## config.mk

```make
export PLATFORM = sky130hd
export DESIGN_NAME = az_zone_store
export DESIGN_NICKNAME = d
export VERILOG_FILES = /design/src/verilog/az_pkg.sv /design/src/verilog/az_zone_cell.sv /design/src/verilog/az_readout_ctl.sv /design/src/verilog/az_zone_store.sv
export SDC_FILE = /design/constraint.sdc
export NUM_CORES = 1
export LEC_CHECK = 0
export ABC_AREA = 1
export CAP_MARGIN = 10
export CORE_MARGIN = 4
export CORE_UTILIZATION = 57
export DETAILED_ROUTE_END_ITERATION = 12
export DONT_BUFFER_PORTS = 1
export GPL_ROUTABILITY_DRIVEN = 0
export GPL_TIMING_DRIVEN = 0
export HOLD_SLACK_MARGIN = 0.06
export PLACE_DENSITY = 0.85
export SLEW_MARGIN = 20
export SYNTH_ARGS = -nofsm -noshare
export SYNTH_HDL_FRONTEND = slang
export SYNTH_SLANG_ARGS = --single-unit
export TNS_END_PERCENT = 50
```

## constraint.sdc

```tcl
create_clock -name clk_sys -period 1.4 [get_ports clk_sys]
set_clock_uncertainty 0.2 [all_clocks]
set_input_delay 0.28 -clock clk_sys [delete_from_list [all_inputs] [get_ports clk_sys]]
set_output_delay 0.28 -clock clk_sys [all_outputs]
set_load 0.05 [all_outputs]
```

## src/verilog/az_pkg.sv

```systemverilog
// Shared constants, types and decode functions of the alphabetic zone store
`default_nettype none
package az_pkg;

    // ==========================================================
    // Geometry
    localparam int AZ_COLS = 8;

    // ==========================================================
    // APB register map (byte addresses)
    localparam logic [7:0] AZ_OFF_CTRL = 8'h00;
    localparam logic [7:0] AZ_OFF_STATUS = 8'h04;
    localparam logic [7:0] AZ_OFF_ZONE_FIRST = 8'h08;
    localparam logic [7:0] AZ_OFF_ZONE_SECOND = 8'h0C;

    // Control fields and reset value
    localparam int AZ_CTRL_RI_SEL = 0;
    localparam int AZ_CTRL_RO_EN = 1;
    localparam logic [1:0] AZ_CTRL_RESET = 2'h0;

    // Status fields
    localparam int AZ_ST_READ_IN = 0;
    localparam int AZ_ST_READOUT = 1;
    localparam int AZ_ST_XFER_FIRST = 2;
    localparam int AZ_ST_XFER_SECOND = 3;
    localparam int AZ_ST_NUMERIC = 4;
    localparam int AZ_ST_COUNTER_RI = 5;

    // ==========================================================
    // Punch emitter spot now under the punch
    typedef enum logic [1:0] {
        AZ_SPOT_NONE = 2'b00,
        AZ_SPOT_12 = 2'b01,
        AZ_SPOT_11 = 2'b10,
        AZ_SPOT_0 = 2'b11
    } az_spot_type;

    // Readout sequence
    typedef enum logic [1:0] {
        AZ_RO_IDLE = 2'b00,
        AZ_RO_ZONE = 2'b01,
        AZ_RO_NUMERIC = 2'b10
    } az_ro_state_type;

    // ==========================================================
    // Stored pair matches the spot: 12 = first, 0 = second, 11 = both
    function automatic logic az_zone_match(input logic first, input logic second, input az_spot_type spot);
        logic hit;
        hit = 1'b0;
        unique case (spot)
            AZ_SPOT_12: hit = first && !second;
            AZ_SPOT_11: hit = first && second;
            AZ_SPOT_0: hit = !first && second;
            AZ_SPOT_NONE: hit = 1'b0;
        endcase
        return hit;
    endfunction

    // Word address is one of the four registers
    function automatic logic az_is_mapped(input logic [7:0] addr);
        return (addr == AZ_OFF_CTRL) || (addr == AZ_OFF_STATUS) ||
               (addr == AZ_OFF_ZONE_FIRST) || (addr == AZ_OFF_ZONE_SECOND);
    endfunction

endpackage
`default_nettype wire

```

## src/verilog/az_zone_cell.sv

```systemverilog
// One column position: the two zone storage elements and its punch decode
`default_nettype none
module az_zone_cell
    import az_pkg::*;
(
    input wire logic clk_sys,
    input wire logic resetn,
    input wire logic clear,
    input wire logic cap_en,
    input wire logic xfer_first,
    input wire logic xfer_second,
    input wire logic zone_12,
    input wire logic zone_11,
    input wire logic zone_0,
    input wire logic punch_gate,
    input wire az_spot_type spot,
    output logic first_q,
    output logic second_q,
    output logic magnet
);

    // ==========================================================
    // State
    typedef struct packed {
        logic first;
        logic second;
    } az_cell_state_type;

    az_cell_state_type s_q;
    az_cell_state_type s_d;

    // Capture only ever sets; a new group read-in is the sole clear
    always_comb
    begin
        s_d = s_q;
        if (clear)
        begin
            s_d = '0;
        end
        else if (cap_en)
        begin
            if (zone_12 && xfer_second)
            begin
                s_d.first = 1'b1;
            end
            if (zone_0 && xfer_first)
            begin
                s_d.second = 1'b1;
            end
            if (zone_11 && xfer_first && xfer_second)
            begin
                s_d.first = 1'b1;
                s_d.second = 1'b1;
            end
        end
    end

    always_ff @(posedge clk_sys or negedge resetn)
    begin
        if (!resetn)
        begin
            s_q <= '0;
        end
        else
        begin
            s_q <= s_d;
        end
    end

    // Magnet only through the held transfer path
    assign first_q = s_q.first;
    assign second_q = s_q.second;
    assign magnet = punch_gate && az_zone_match(s_q.first, s_q.second, spot);

endmodule
`default_nettype wire

```

## src/verilog/az_readout_ctl.sv

```systemverilog
// Zone readout switch and readout sequencing toward the summary punch
`default_nettype none
module az_readout_ctl
    import az_pkg::*;
(
    input wire logic clk_sys,
    input wire logic resetn,
    input wire logic punch_transfer_relay,
    input wire logic punch_end_relay,
    input wire logic punch_zone_time_cam,
    input wire logic ro_enable,
    output logic readout_sw,
    output logic ro_hold,
    output logic numeric_phase
);

    // ==========================================================
    // State
    typedef struct packed {
        az_ro_state_type st;
        logic seen;
    } az_ro_ctl_type;

    az_ro_ctl_type s_q;
    az_ro_ctl_type s_d;

    // Sequence: latch on transfer, zones while cam closed, then numerics
    always_comb
    begin
        s_d = s_q;
        unique case (s_q.st)
            AZ_RO_IDLE:
            begin
                s_d.seen = 1'b0;
            end
            AZ_RO_ZONE:
            begin
                if (punch_zone_time_cam && ro_enable)
                begin
                    s_d.seen = 1'b1;
                end
                if (s_q.seen && !punch_zone_time_cam)
                begin
                    s_d.st = AZ_RO_NUMERIC;
                end
            end
            AZ_RO_NUMERIC:
            begin
                s_d.seen = s_q.seen;
            end
            default:
            begin
                s_d.st = AZ_RO_IDLE;
                s_d.seen = 1'b0;
            end
        endcase
        // Set wins over release so a back-to-back punch is not lost
        if (punch_transfer_relay)
        begin
            s_d.st = AZ_RO_ZONE;
            s_d.seen = 1'b0;
        end
        else if (punch_end_relay)
        begin
            s_d.st = AZ_RO_IDLE;
            s_d.seen = 1'b0;
        end
    end

    always_ff @(posedge clk_sys or negedge resetn)
    begin
        if (!resetn)
        begin
            s_q <= '{st: AZ_RO_IDLE, seen: 1'b0};
        end
        else
        begin
            s_q <= s_d;
        end
    end

    // Hold only through the punch cam; its opening drops it at once
    assign readout_sw = (s_q.st != AZ_RO_IDLE);
    assign ro_hold = (s_q.st == AZ_RO_ZONE) && ro_enable && punch_zone_time_cam;
    assign numeric_phase = (s_q.st == AZ_RO_NUMERIC);

endmodule
`default_nettype wire

```

## src/verilog/az_zone_store.sv

```systemverilog
// Top of the alphabetic zone store: read-in control, transfer elements, APB
//
// The implementer's own choices: the register offsets and register access over APB.
`default_nettype none
module az_zone_store
    import az_pkg::*;
(
    input wire logic clk_sys,
    input wire logic resetn,
    input wire logic psel,
    input wire logic penable,
    input wire logic pwrite,
    input wire logic [7:0] paddr,
    input wire logic [31:0] pwdata,
    output logic [31:0] prdata,
    output logic pready,
    output logic pslverr,
    input wire logic first_card_minor,
    input wire logic read_in_pick_cam,
    input wire logic read_in_hold_cam,
    input wire logic zone_xfer_cam_first,
    input wire logic zone_xfer_cam_second,
    input wire logic [AZ_COLS-1:0] entry_zone_12,
    input wire logic [AZ_COLS-1:0] entry_zone_11,
    input wire logic [AZ_COLS-1:0] entry_zone_0,
    input wire logic punch_transfer_relay,
    input wire logic punch_end_relay,
    input wire logic punch_zone_time_cam,
    input wire az_spot_type emitter_spot,
    output logic [AZ_COLS-1:0] punch_magnet,
    output logic counter_read_in,
    output logic zone_readout_active,
    output logic numeric_punch_enable
);

    // ==========================================================
    // State of the top
    typedef struct packed {
        logic [1:0] ctrl;
        logic read_in_control_switch;
        logic zone_transfer_first;
        logic zone_transfer_second;
        logic [AZ_COLS-1:0] magnet;
        logic counter_ri;
        logic readout;
        logic numeric;
        logic [31:0] rdata;
        logic ready;
        logic err;
    } az_top_state_type;

    az_top_state_type s_q;
    az_top_state_type s_d;

    // ==========================================================
    // Readout sequencing
    logic readout_sw;
    logic ro_hold;
    logic numeric_phase;

    az_readout_ctl u_readout (
        .clk_sys(clk_sys),
        .resetn(resetn),
        .punch_transfer_relay(punch_transfer_relay),
        .punch_end_relay(punch_end_relay),
        .punch_zone_time_cam(punch_zone_time_cam),
        .ro_enable(s_q.ctrl[AZ_CTRL_RO_EN]),
        .readout_sw(readout_sw),
        .ro_hold(ro_hold),
        .numeric_phase(numeric_phase)
    );

    // ==========================================================
    // Zone storage, one pair per column
    logic ri_pick;
    logic ri_start;
    logic cap_en;
    logic punch_gate;
    logic [AZ_COLS-1:0] zone_first;
    logic [AZ_COLS-1:0] zone_second;
    logic [AZ_COLS-1:0] magnet_raw;

    // Pick only on the first card of a new minor group, when selected
    assign ri_pick = first_card_minor && s_q.ctrl[AZ_CTRL_RI_SEL] && read_in_pick_cam;
    // Fresh read-in wipes the previous group's zones
    assign ri_start = ri_pick && !s_q.read_in_control_switch;
    // Capture runs alongside the numeric add, never during readout
    assign cap_en = s_q.read_in_control_switch && !readout_sw;
    // Punch path needs the readout switch, both held transfer elements and the read-in switch off
    assign punch_gate = readout_sw && s_q.zone_transfer_first && s_q.zone_transfer_second &&
                        !s_q.read_in_control_switch;

    genvar gi;
    generate
        for (gi = 0; gi < AZ_COLS; gi++)
        begin : g_col
            az_zone_cell u_cell (
                .clk_sys(clk_sys),
                .resetn(resetn),
                .clear(ri_start),
                .cap_en(cap_en),
                .xfer_first(s_q.zone_transfer_first),
                .xfer_second(s_q.zone_transfer_second),
                .zone_12(entry_zone_12[gi]),
                .zone_11(entry_zone_11[gi]),
                .zone_0(entry_zone_0[gi]),
                .punch_gate(punch_gate),
                .spot(emitter_spot),
                .first_q(zone_first[gi]),
                .second_q(zone_second[gi]),
                .magnet(magnet_raw[gi])
            );
        end
    endgenerate

    // ==========================================================
    // APB decode helpers
    logic setup;
    logic done;
    logic [31:0] rd_val;
    logic [31:0] status_word;

    assign setup = psel && !penable && !s_q.ready;
    assign done = psel && penable && s_q.ready;

    // Status shows live switch and element state
    always_comb
    begin
        status_word = 32'h0000_0000;
        status_word[AZ_ST_READ_IN] = s_q.read_in_control_switch;
        status_word[AZ_ST_READOUT] = s_q.readout;
        status_word[AZ_ST_XFER_FIRST] = s_q.zone_transfer_first;
        status_word[AZ_ST_XFER_SECOND] = s_q.zone_transfer_second;
        status_word[AZ_ST_NUMERIC] = s_q.numeric;
        status_word[AZ_ST_COUNTER_RI] = s_q.counter_ri;
    end

    // Read mux; narrow fields sit low, the rest reads zero
    always_comb
    begin
        rd_val = 32'h0000_0000;
        unique case (paddr)
            AZ_OFF_CTRL: rd_val = {30'h0000_0000, s_q.ctrl};
            AZ_OFF_STATUS: rd_val = status_word;
            AZ_OFF_ZONE_FIRST: rd_val = {24'h00_0000, zone_first};
            AZ_OFF_ZONE_SECOND: rd_val = {24'h00_0000, zone_second};
            default: rd_val = 32'h0000_0000;
        endcase
    end

    // ==========================================================
    // Next-state logic
    always_comb
    begin
        s_d = s_q;

        // Read-in switch: picked, then held only while the hold cam dwells
        s_d.read_in_control_switch = ri_pick ||
                                     (s_q.read_in_control_switch && read_in_hold_cam);

        // Transfer elements: unheld pulses at read-in, cam hold at readout
        s_d.zone_transfer_first = (s_q.read_in_control_switch && zone_xfer_cam_first) ||
                                  ro_hold;
        s_d.zone_transfer_second = (s_q.read_in_control_switch && zone_xfer_cam_second) ||
                                   ro_hold;

        // Counter takes numerics on the same read-in cycle
        s_d.counter_ri = s_q.read_in_control_switch;

        // Punch magnets and phase flags, registered for clean outputs
        s_d.magnet = magnet_raw;
        s_d.readout = readout_sw;
        // Numerics only once both transfers have fallen away
        s_d.numeric = numeric_phase && !ro_hold &&
                      !s_q.zone_transfer_first && !s_q.zone_transfer_second;

        // APB: answer in the first access cycle, one wait-free beat
        if (setup)
        begin
            s_d.ready = 1'b1;
            s_d.err = !az_is_mapped(paddr);
            s_d.rdata = pwrite ? 32'h0000_0000 : rd_val;
        end
        else if (done)
        begin
            s_d.ready = 1'b0;
            s_d.err = 1'b0;
            // Only the control register is writable
            if (pwrite && (paddr == AZ_OFF_CTRL))
            begin
                s_d.ctrl = pwdata[1:0];
            end
        end
        else
        begin
            s_d.ready = 1'b0;
            s_d.err = 1'b0;
        end
    end

    // ==========================================================
    // State register
    always_ff @(posedge clk_sys or negedge resetn)
    begin
        if (!resetn)
        begin
            s_q <= '0;
            s_q.ctrl <= AZ_CTRL_RESET;
        end
        else
        begin
            s_q <= s_d;
        end
    end

    // ==========================================================
    // Outputs, all straight from the state register
    assign prdata = s_q.rdata;
    assign pready = s_q.ready;
    assign pslverr = s_q.err;
    assign punch_magnet = s_q.magnet;
    assign counter_read_in = s_q.counter_ri;
    assign zone_readout_active = s_q.readout;
    assign numeric_punch_enable = s_q.numeric;

endmodule
`default_nettype wire

```

==> results.toml, run 1 <==
[critical_path]
worstSetupPathType = "reg -> reg"
slowest_delay_ns = 0.41
cpMaxStageDelayCell = "dfrtp_1"
cp_cell_sequence = "nand3_2 > nor2_4 > buf_6 > a21oi_1 > nand2_1 > nand2_1 > o21ai_1"
crit_buf_inv = 1
critPathArrivalTime_ns = 1.55
cp_max_fo = 7
cp_common_cell = "nand2_1"
critPathLaunchType = "flop"
cp_data_required_time_ns = 1.39
cp_top_family = "simple AND/OR/NAND/NOR gates"
worstSetupEndpointType = "flop"

[cts]
insertion_delay_ns = 0.30
cts_sinks = 45
h-tree-depth = 2
cts_tree = "done"
cts_buffers = 5
clkTransAtPathRegs_ns = 0.09
root_buffer = "clkbuf_8"
clk_path_buf_depth = 2
cts.hold.buffers_added = 31

[placed_design]
dp_hpwl_um = 4480
post-place-ws_ns = -0.214
placed_area_mm2 = 0.00284
port_buffers = 0
post-place-cells = 435

[synthesis]
ys_types = 24
ys.flop_type = "dfrtp_1"
synth.most_common_cell = "nand2_1"
synth_edf_count = 0
seq_area_frac_synth = 0.420
ys_ff_latch = 45
synth_area_leaders = "dfrtp_1, nand2_1, buf_4"
postSynthCellCount = 360
syn-cell-area_mm2 = 0.00268
synth.top_cell.area_share = 0.420
synth.avg_cell_area_um2 = 7.46
synth_common_cells = "nand2_1, dfrtp_1, buf_4, inv_1, nand3_1"
async_flop_share = 1.00
synth_area_leader_cell = "dfrtp_1"
ys_warn_count = 0

[global_routing]
grt_pass1_wl_um = 11900
track_usage = 0.250
grt_pass1_vias = 2557
antenna_found_initial = 0
grt_max_degree = 46
grt-ovfl-total = 0

[floorplanning]
core_mm2 = 0.00444
start_util = 0.604
dieArea_mm2 = 0.00587
io_pins = 124
die_w_um = 76.6
die_h_um = 76.6
rows = 24

[detailed_routing]
wl_per_cell_um = 15.9
routed_via_density = 5.59
first_pass_iters = 5
drt_iter0_markers = 262
drc = 0
antenna_left = 0
vias = 2678
routed_wl_um = 7620

[hold_path]
hold_path.class = "in -> async"

[cells_and_area]
finalNetCount = 506
drive_gt1_frac = 0.269
fin_cells = 479
antenna_cells = 0
stdcell_area_mm2 = 0.00346
area_delta_synth_final_pct = 29.0

[sta]
final.min_clock_period_ns = 1.56
period_share = 1.12
slew_violations = 0
worst_hold_slack_ns = -0.537
finalSetupViolCount = 20
setup_slack_ns = -0.163
rsz0062_at_grt = "true"
clock.fmax_ghz = 0.640
hold_viol = 47

[flow_run]
maxCapViolCount = 0

[power_and_ir_drop]
ir_drop_uv = 656
power.total_mw = 2.72
power.leakage_nw = 1.83
pwr_density_cell_mw_per_mm2 = 785

[outcome]
violations = "hold timing, setup timing"
status = "finished, violations left"
## cell usage in the layout (no fill, tap or decap), types with 3 or more instances in the layout
cell type	instances
a21oi_1	16
a21oi_2	5
buf_4	46
buf_6	4
clkbuf_8	5
conb_1	24
dfrtp_1	39
dfrtp_2	6
dlygate4sd3_1	31
inv_1	31
inv_2	9
nand2_1	101
nand2_2	9
nand3_1	26
nor2_1	17
nor2_4	6
nor4_2	7
o21ai_0	3
o21ai_1	10
o22ai_1	10
## power breakdown
part           internal [mW]  switching, mW  leakage, nW
combinational          0.151          0.270         1.25
sequential              1.32         0.0368        0.531
clock                  0.519          0.421       0.0540
total                   1.99          0.728         1.83
## per-layer routing
metal	up-vias	global-route usage	share of wire
met5	-	0	0
met4	0	0.0996	0.032
met3	38	0.0686	0.11
met2	200	0.431	0.50
met1	1226	0.294	0.37
li1	1214	-	-
## registers in the layout, summed over array words and instances, names as in the netlist
register	cells
pslverr	1
prdata	8
pready	1
numeric_punch_enable	1
punch_magnet	8
s_d	1
g_col.u_cell.first_q	8
s_q	4
counter_read_in	1
u_readout.s_q	3
g_col.u_cell.second_q	8
zone_readout_active	1
## stage by stage
stage          utilization  hold WS, ns  TNS, ns
6_report             0.779       -0.537   -0.855
5_1_grt              0.779       -0.550    -2.90
2_1_floorplan            -       -0.216        0
3_3_place_gp         0.640       -0.214    -4.02
4_1_cts              0.753       -0.533   -0.482
3_5_place_dp         0.640       -0.214    -4.33
## final cells by class
| cell class | count | area, µm² |
|---|---|---|
| plain buffers | 50 | 380 |
| clock buffers | 5 | 68.8 |
| clock inverters | 2 | 35.0 |
| fillers | 272 | 983 |
| inverters | 41 | 156 |
| multi-input cells | 247 | 1260 |
| flip-flops and latches | 45 | 1130 |
| well taps | 52 | 65.1 |
| repair buffers | 37 | 359 |
## path summary, 6_finish.rpt
| kind | endpoint | start | slack [ns] | cells after the start |
|---|---|---|---|---|
| worst max-delay path | g_col[2].u_cell.second_q$_DFFE_PN0P_ | s_q[48]$_DFFE_PN0P_ | -0.16 | 7 |
| max in group asynchronous | numeric_punch_enable$_DFF_PN0_ | resetn | 1.43 | 0 |
| worst min-delay path | punch_magnet[2]$_DFF_PN0_ | resetn | -0.54 | 0 |
| min in group clk_sys | s_d[36]$_DFF_PN0_ | first_card_minor | -0.05 | 2 |
| worst max register to register | g_col[2].u_cell.second_q$_DFFE_PN0P_ | s_q[48]$_DFFE_PN0P_ | -0.16 | 7 |
| worst min register to register | numeric_punch_enable$_DFF_PN0_ | u_readout.s_q[1]$_DFFE_PN0P_ | 0.26 | 1 |
## kinds of logic (layout without fill, tap and decap cells)
| group | count (synthesis) | in the layout | share of synthesized area |
|---|---|---|---|
| flip-flops | 45 | 45 | 0.420 |
| AND/OR/NAND/NOR | 176 | 176 | 0.294 |
| AO/OA/AOI/OAI | 47 | 47 | 0.0942 |
| other | 1 | 24 | 0.00140 |
| buffers and inverters | 91 | 135 | 0.191 |
## timing repair
item | in CTS | in global routing
setup endpoints to repair | 35 | 37
pin swaps | 8 | 11
gates resized for setup | 17 | 27
buffers inserted | 3 | 3
cloned | 0 | 0
hold endpoints to repair | 69 | 47
(Power assumes the default switching activity.)
==> run 2, diff against run 1 <==
--- a/config.mk
+++ b/config.mk
@@ -5,7 +5,6 @@
 export SDC_FILE = /design/constraint.sdc
 export NUM_CORES = 1
 export LEC_CHECK = 0
-export ABC_AREA = 1
 export CAP_MARGIN = 10
 export CORE_MARGIN = 4
 export CORE_UTILIZATION = 57
==> results.toml, run 2 <==
[synthesis]
synth.top_cell.area_share = 0.458
synth.most_common_cell = "dfrtp_1"
synth_edf_count = 0
synth_area_leader_cell = "dfrtp_1"
synth_area_leaders = "dfrtp_1, buf_4, a21oi_1"
synth_common_cells = "dfrtp_1, buf_4, a21oi_1, nand2_1"
ys_ff_latch = 45
async_flop_share = 1.00
postSynthCellCount = 248
ys_warn_count = 0
ys.flop_type = "dfrtp_1"
syn-cell-area_mm2 = 0.00246
synth.avg_cell_area_um2 = 9.92
ys_types = 37
seq_area_frac_synth = 0.458

[placed_design]
port_buffers = 0
post-place-ws_ns = -0.210
post-place-cells = 321
dp_hpwl_um = 3870

[cells_and_area]
drive_gt1_frac = 0.289
layout_common_cells = "buf_4, dfrtp_1, dlygate4sd3_1"
layout_commonest_cell = "buf_4"
fin_cells = 365
finalNetCount = 393
area_delta_synth_final_pct = 28.5
antenna_cells = 0
post-route-util = 0.774
n_fill_cell = 252

[global_routing]
track_usage = 0.221
antenna_found_initial = 0
grt_pass1_wl_um = 8950
grt_pass1_vias = 1888
grt-ovfl-total = 0
grt_max_degree = 46

[sta]
setup_slack_ns = -0.184
rsz0062_at_grt = "true"
finalSetupViolCount = 11
hold_viol = 47
worst_hold_slack_ns = -0.536
period_share = 1.13
slew_violations = 0
clock.fmax_ghz = 0.631
final.min_clock_period_ns = 1.58

[power_and_ir_drop]
pwr_density_cell_mw_per_mm2 = 836
ir_drop_uv = 793
power.leakage_nw = 1.55
power.total_mw = 2.64

[hold_path]
hold_path.class = "in -> async"

[detailed_routing]
drc = 0
wl_per_cell_um = 16.0
routed_wl_um = 5830
routed_via_density = 5.43
antenna_left = 0
first_pass_iters = 4
vias = 1982
drt_iter0_markers = 108

[critical_path]
cp_max_fo = 6
worstSetupEndpointType = "flop"
critPathLaunchType = "flop"
worstSetupPathType = "reg -> reg"
critPathArrivalTime_ns = 1.61
cp_data_required_time_ns = 1.42

[floorplanning]
die_h_um = 73.7
dieArea_mm2 = 0.00543
rows = 23
io_pins = 124
die_w_um = 73.7
core_mm2 = 0.00409
start_util = 0.602

[cts]
cts_buffers = 5
clkTransAtPathRegs_ns = 0.08
cts_tree = "done"
clk_path_buf_depth = 2
h-tree-depth = 2
cts.hold.buffers_added = 34
insertion_delay_ns = 0.30
root_buffer = "clkbuf_8"
cts_sinks = 45

[outcome]
status = "finished, violations left"
violations = "hold timing, setup timing"

[flow_run]
maxCapViolCount = 0
## run 2: changes by cell type in the layout (fill, tap and decap cells not counted), moves of 5 or more
cell,change
nand2_2,-8
a21o_1,+9
nor4_2,-7
inv_2,-8
xor2_1,+7
o22ai_1,-10
a22oi_1,+5
inv_1,-26
nor2b_1,+6
nand3_1,-19
nand2_1,-83
## run 2: logic make-up (layout without fill, tap and decap cells)
logic type / count (synthesis) / in the layout / share of synthesized area
and+or+nand+nor: 69 / 69 / 0.157
AOI/OAI and AO/OA: 61 / 61 / 0.152
buffers and inverters: 55 / 99 / 0.154
DFF: 45 / 45 / 0.458
muxes: 10 / 10 / 0.0539
xor gates and xnor gates: 7 / 7 / 0.0249
other: 1 / 24 / 0.00152
## run 2: path summary, 6_finish.rpt
kind | cells past startpoint | slack (ns) | endpoint | start
setup reg to reg | 4 | -0.18 | prdata[1]$_DFFE_PN0P_ | pready$_DFF_PN0_
hold / removal | 0 | -0.54 | g_col[0].u_cell.second_q$_DFFE_PN0P_ | resetn
min in group clk_sys | 2 | -0.03 | pslverr$_DFF_PN0_ | paddr[4]
max in group asynchronous | 0 | 1.43 | pready$_DFF_PN0_ | resetn
setup / recovery | 4 | -0.18 | prdata[1]$_DFFE_PN0P_ | pready$_DFF_PN0_
hold reg to reg | 0 | 0.27 | counter_read_in$_DFF_PN0_ | s_d[36]$_DFF_PN0_
## run 2: worst max-delay path: stages (launching register included)
cell	delay, ns
dfrtp_2	0.52
or3b_4	0.44
inv_2	0.09
nand3_4	0.10
o21ai_2	0.16
## run 2: cell type report
class | count | area [µm²] | area share
multi-input cells | 171 | 1110 | 0.351
flip-flops and latches | 45 | 1130 | 0.359
repair buffers | 37 | 367 | 0.116
clock buffers | 7 | 96.3 | 0.0305
plain buffers | 48 | 363 | 0.115
clock inverters | 1 | 5.00 | 0.00158
inverters | 6 | 22.5 | 0.00712
well taps | 50 | 62.6 | 0.0198
## run 2: what timing repair did
item	CTS	global route
pin swaps	6	1
setup endpoints to repair	39	39
resized for setup	15	18
hold endpoints to repair	80	55
buffers inserted	1	2
## run 2: stage by stage
stage	setup TNS (ns)	area [µm²]
5_1_grt	-2.46	3160
3_5_place_dp	-2.90	2620
3_3_place_gp	-2.55	2620
2_1_floorplan	-1.19	2560
6_report	-1.74	3160
4_1_cts	-1.70	3120
## run 2: per-layer routing
layer	wire length [µm]	up-vias	global-route usage
li1	-	935	-
met1	2080	915	0.257
met2	3040	117	0.381
met3	560	15	0.0561
met4	146	0	0.0986
met5	0	-	0
## run 2: report_power, final
group	leakage (nW)	switching, mW	internal, mW
clock network	0.0542	0.415	0.446
logic	0.907	0.248	0.174
registers	0.593	0.0420	1.32
total	1.55	0.705	1.94
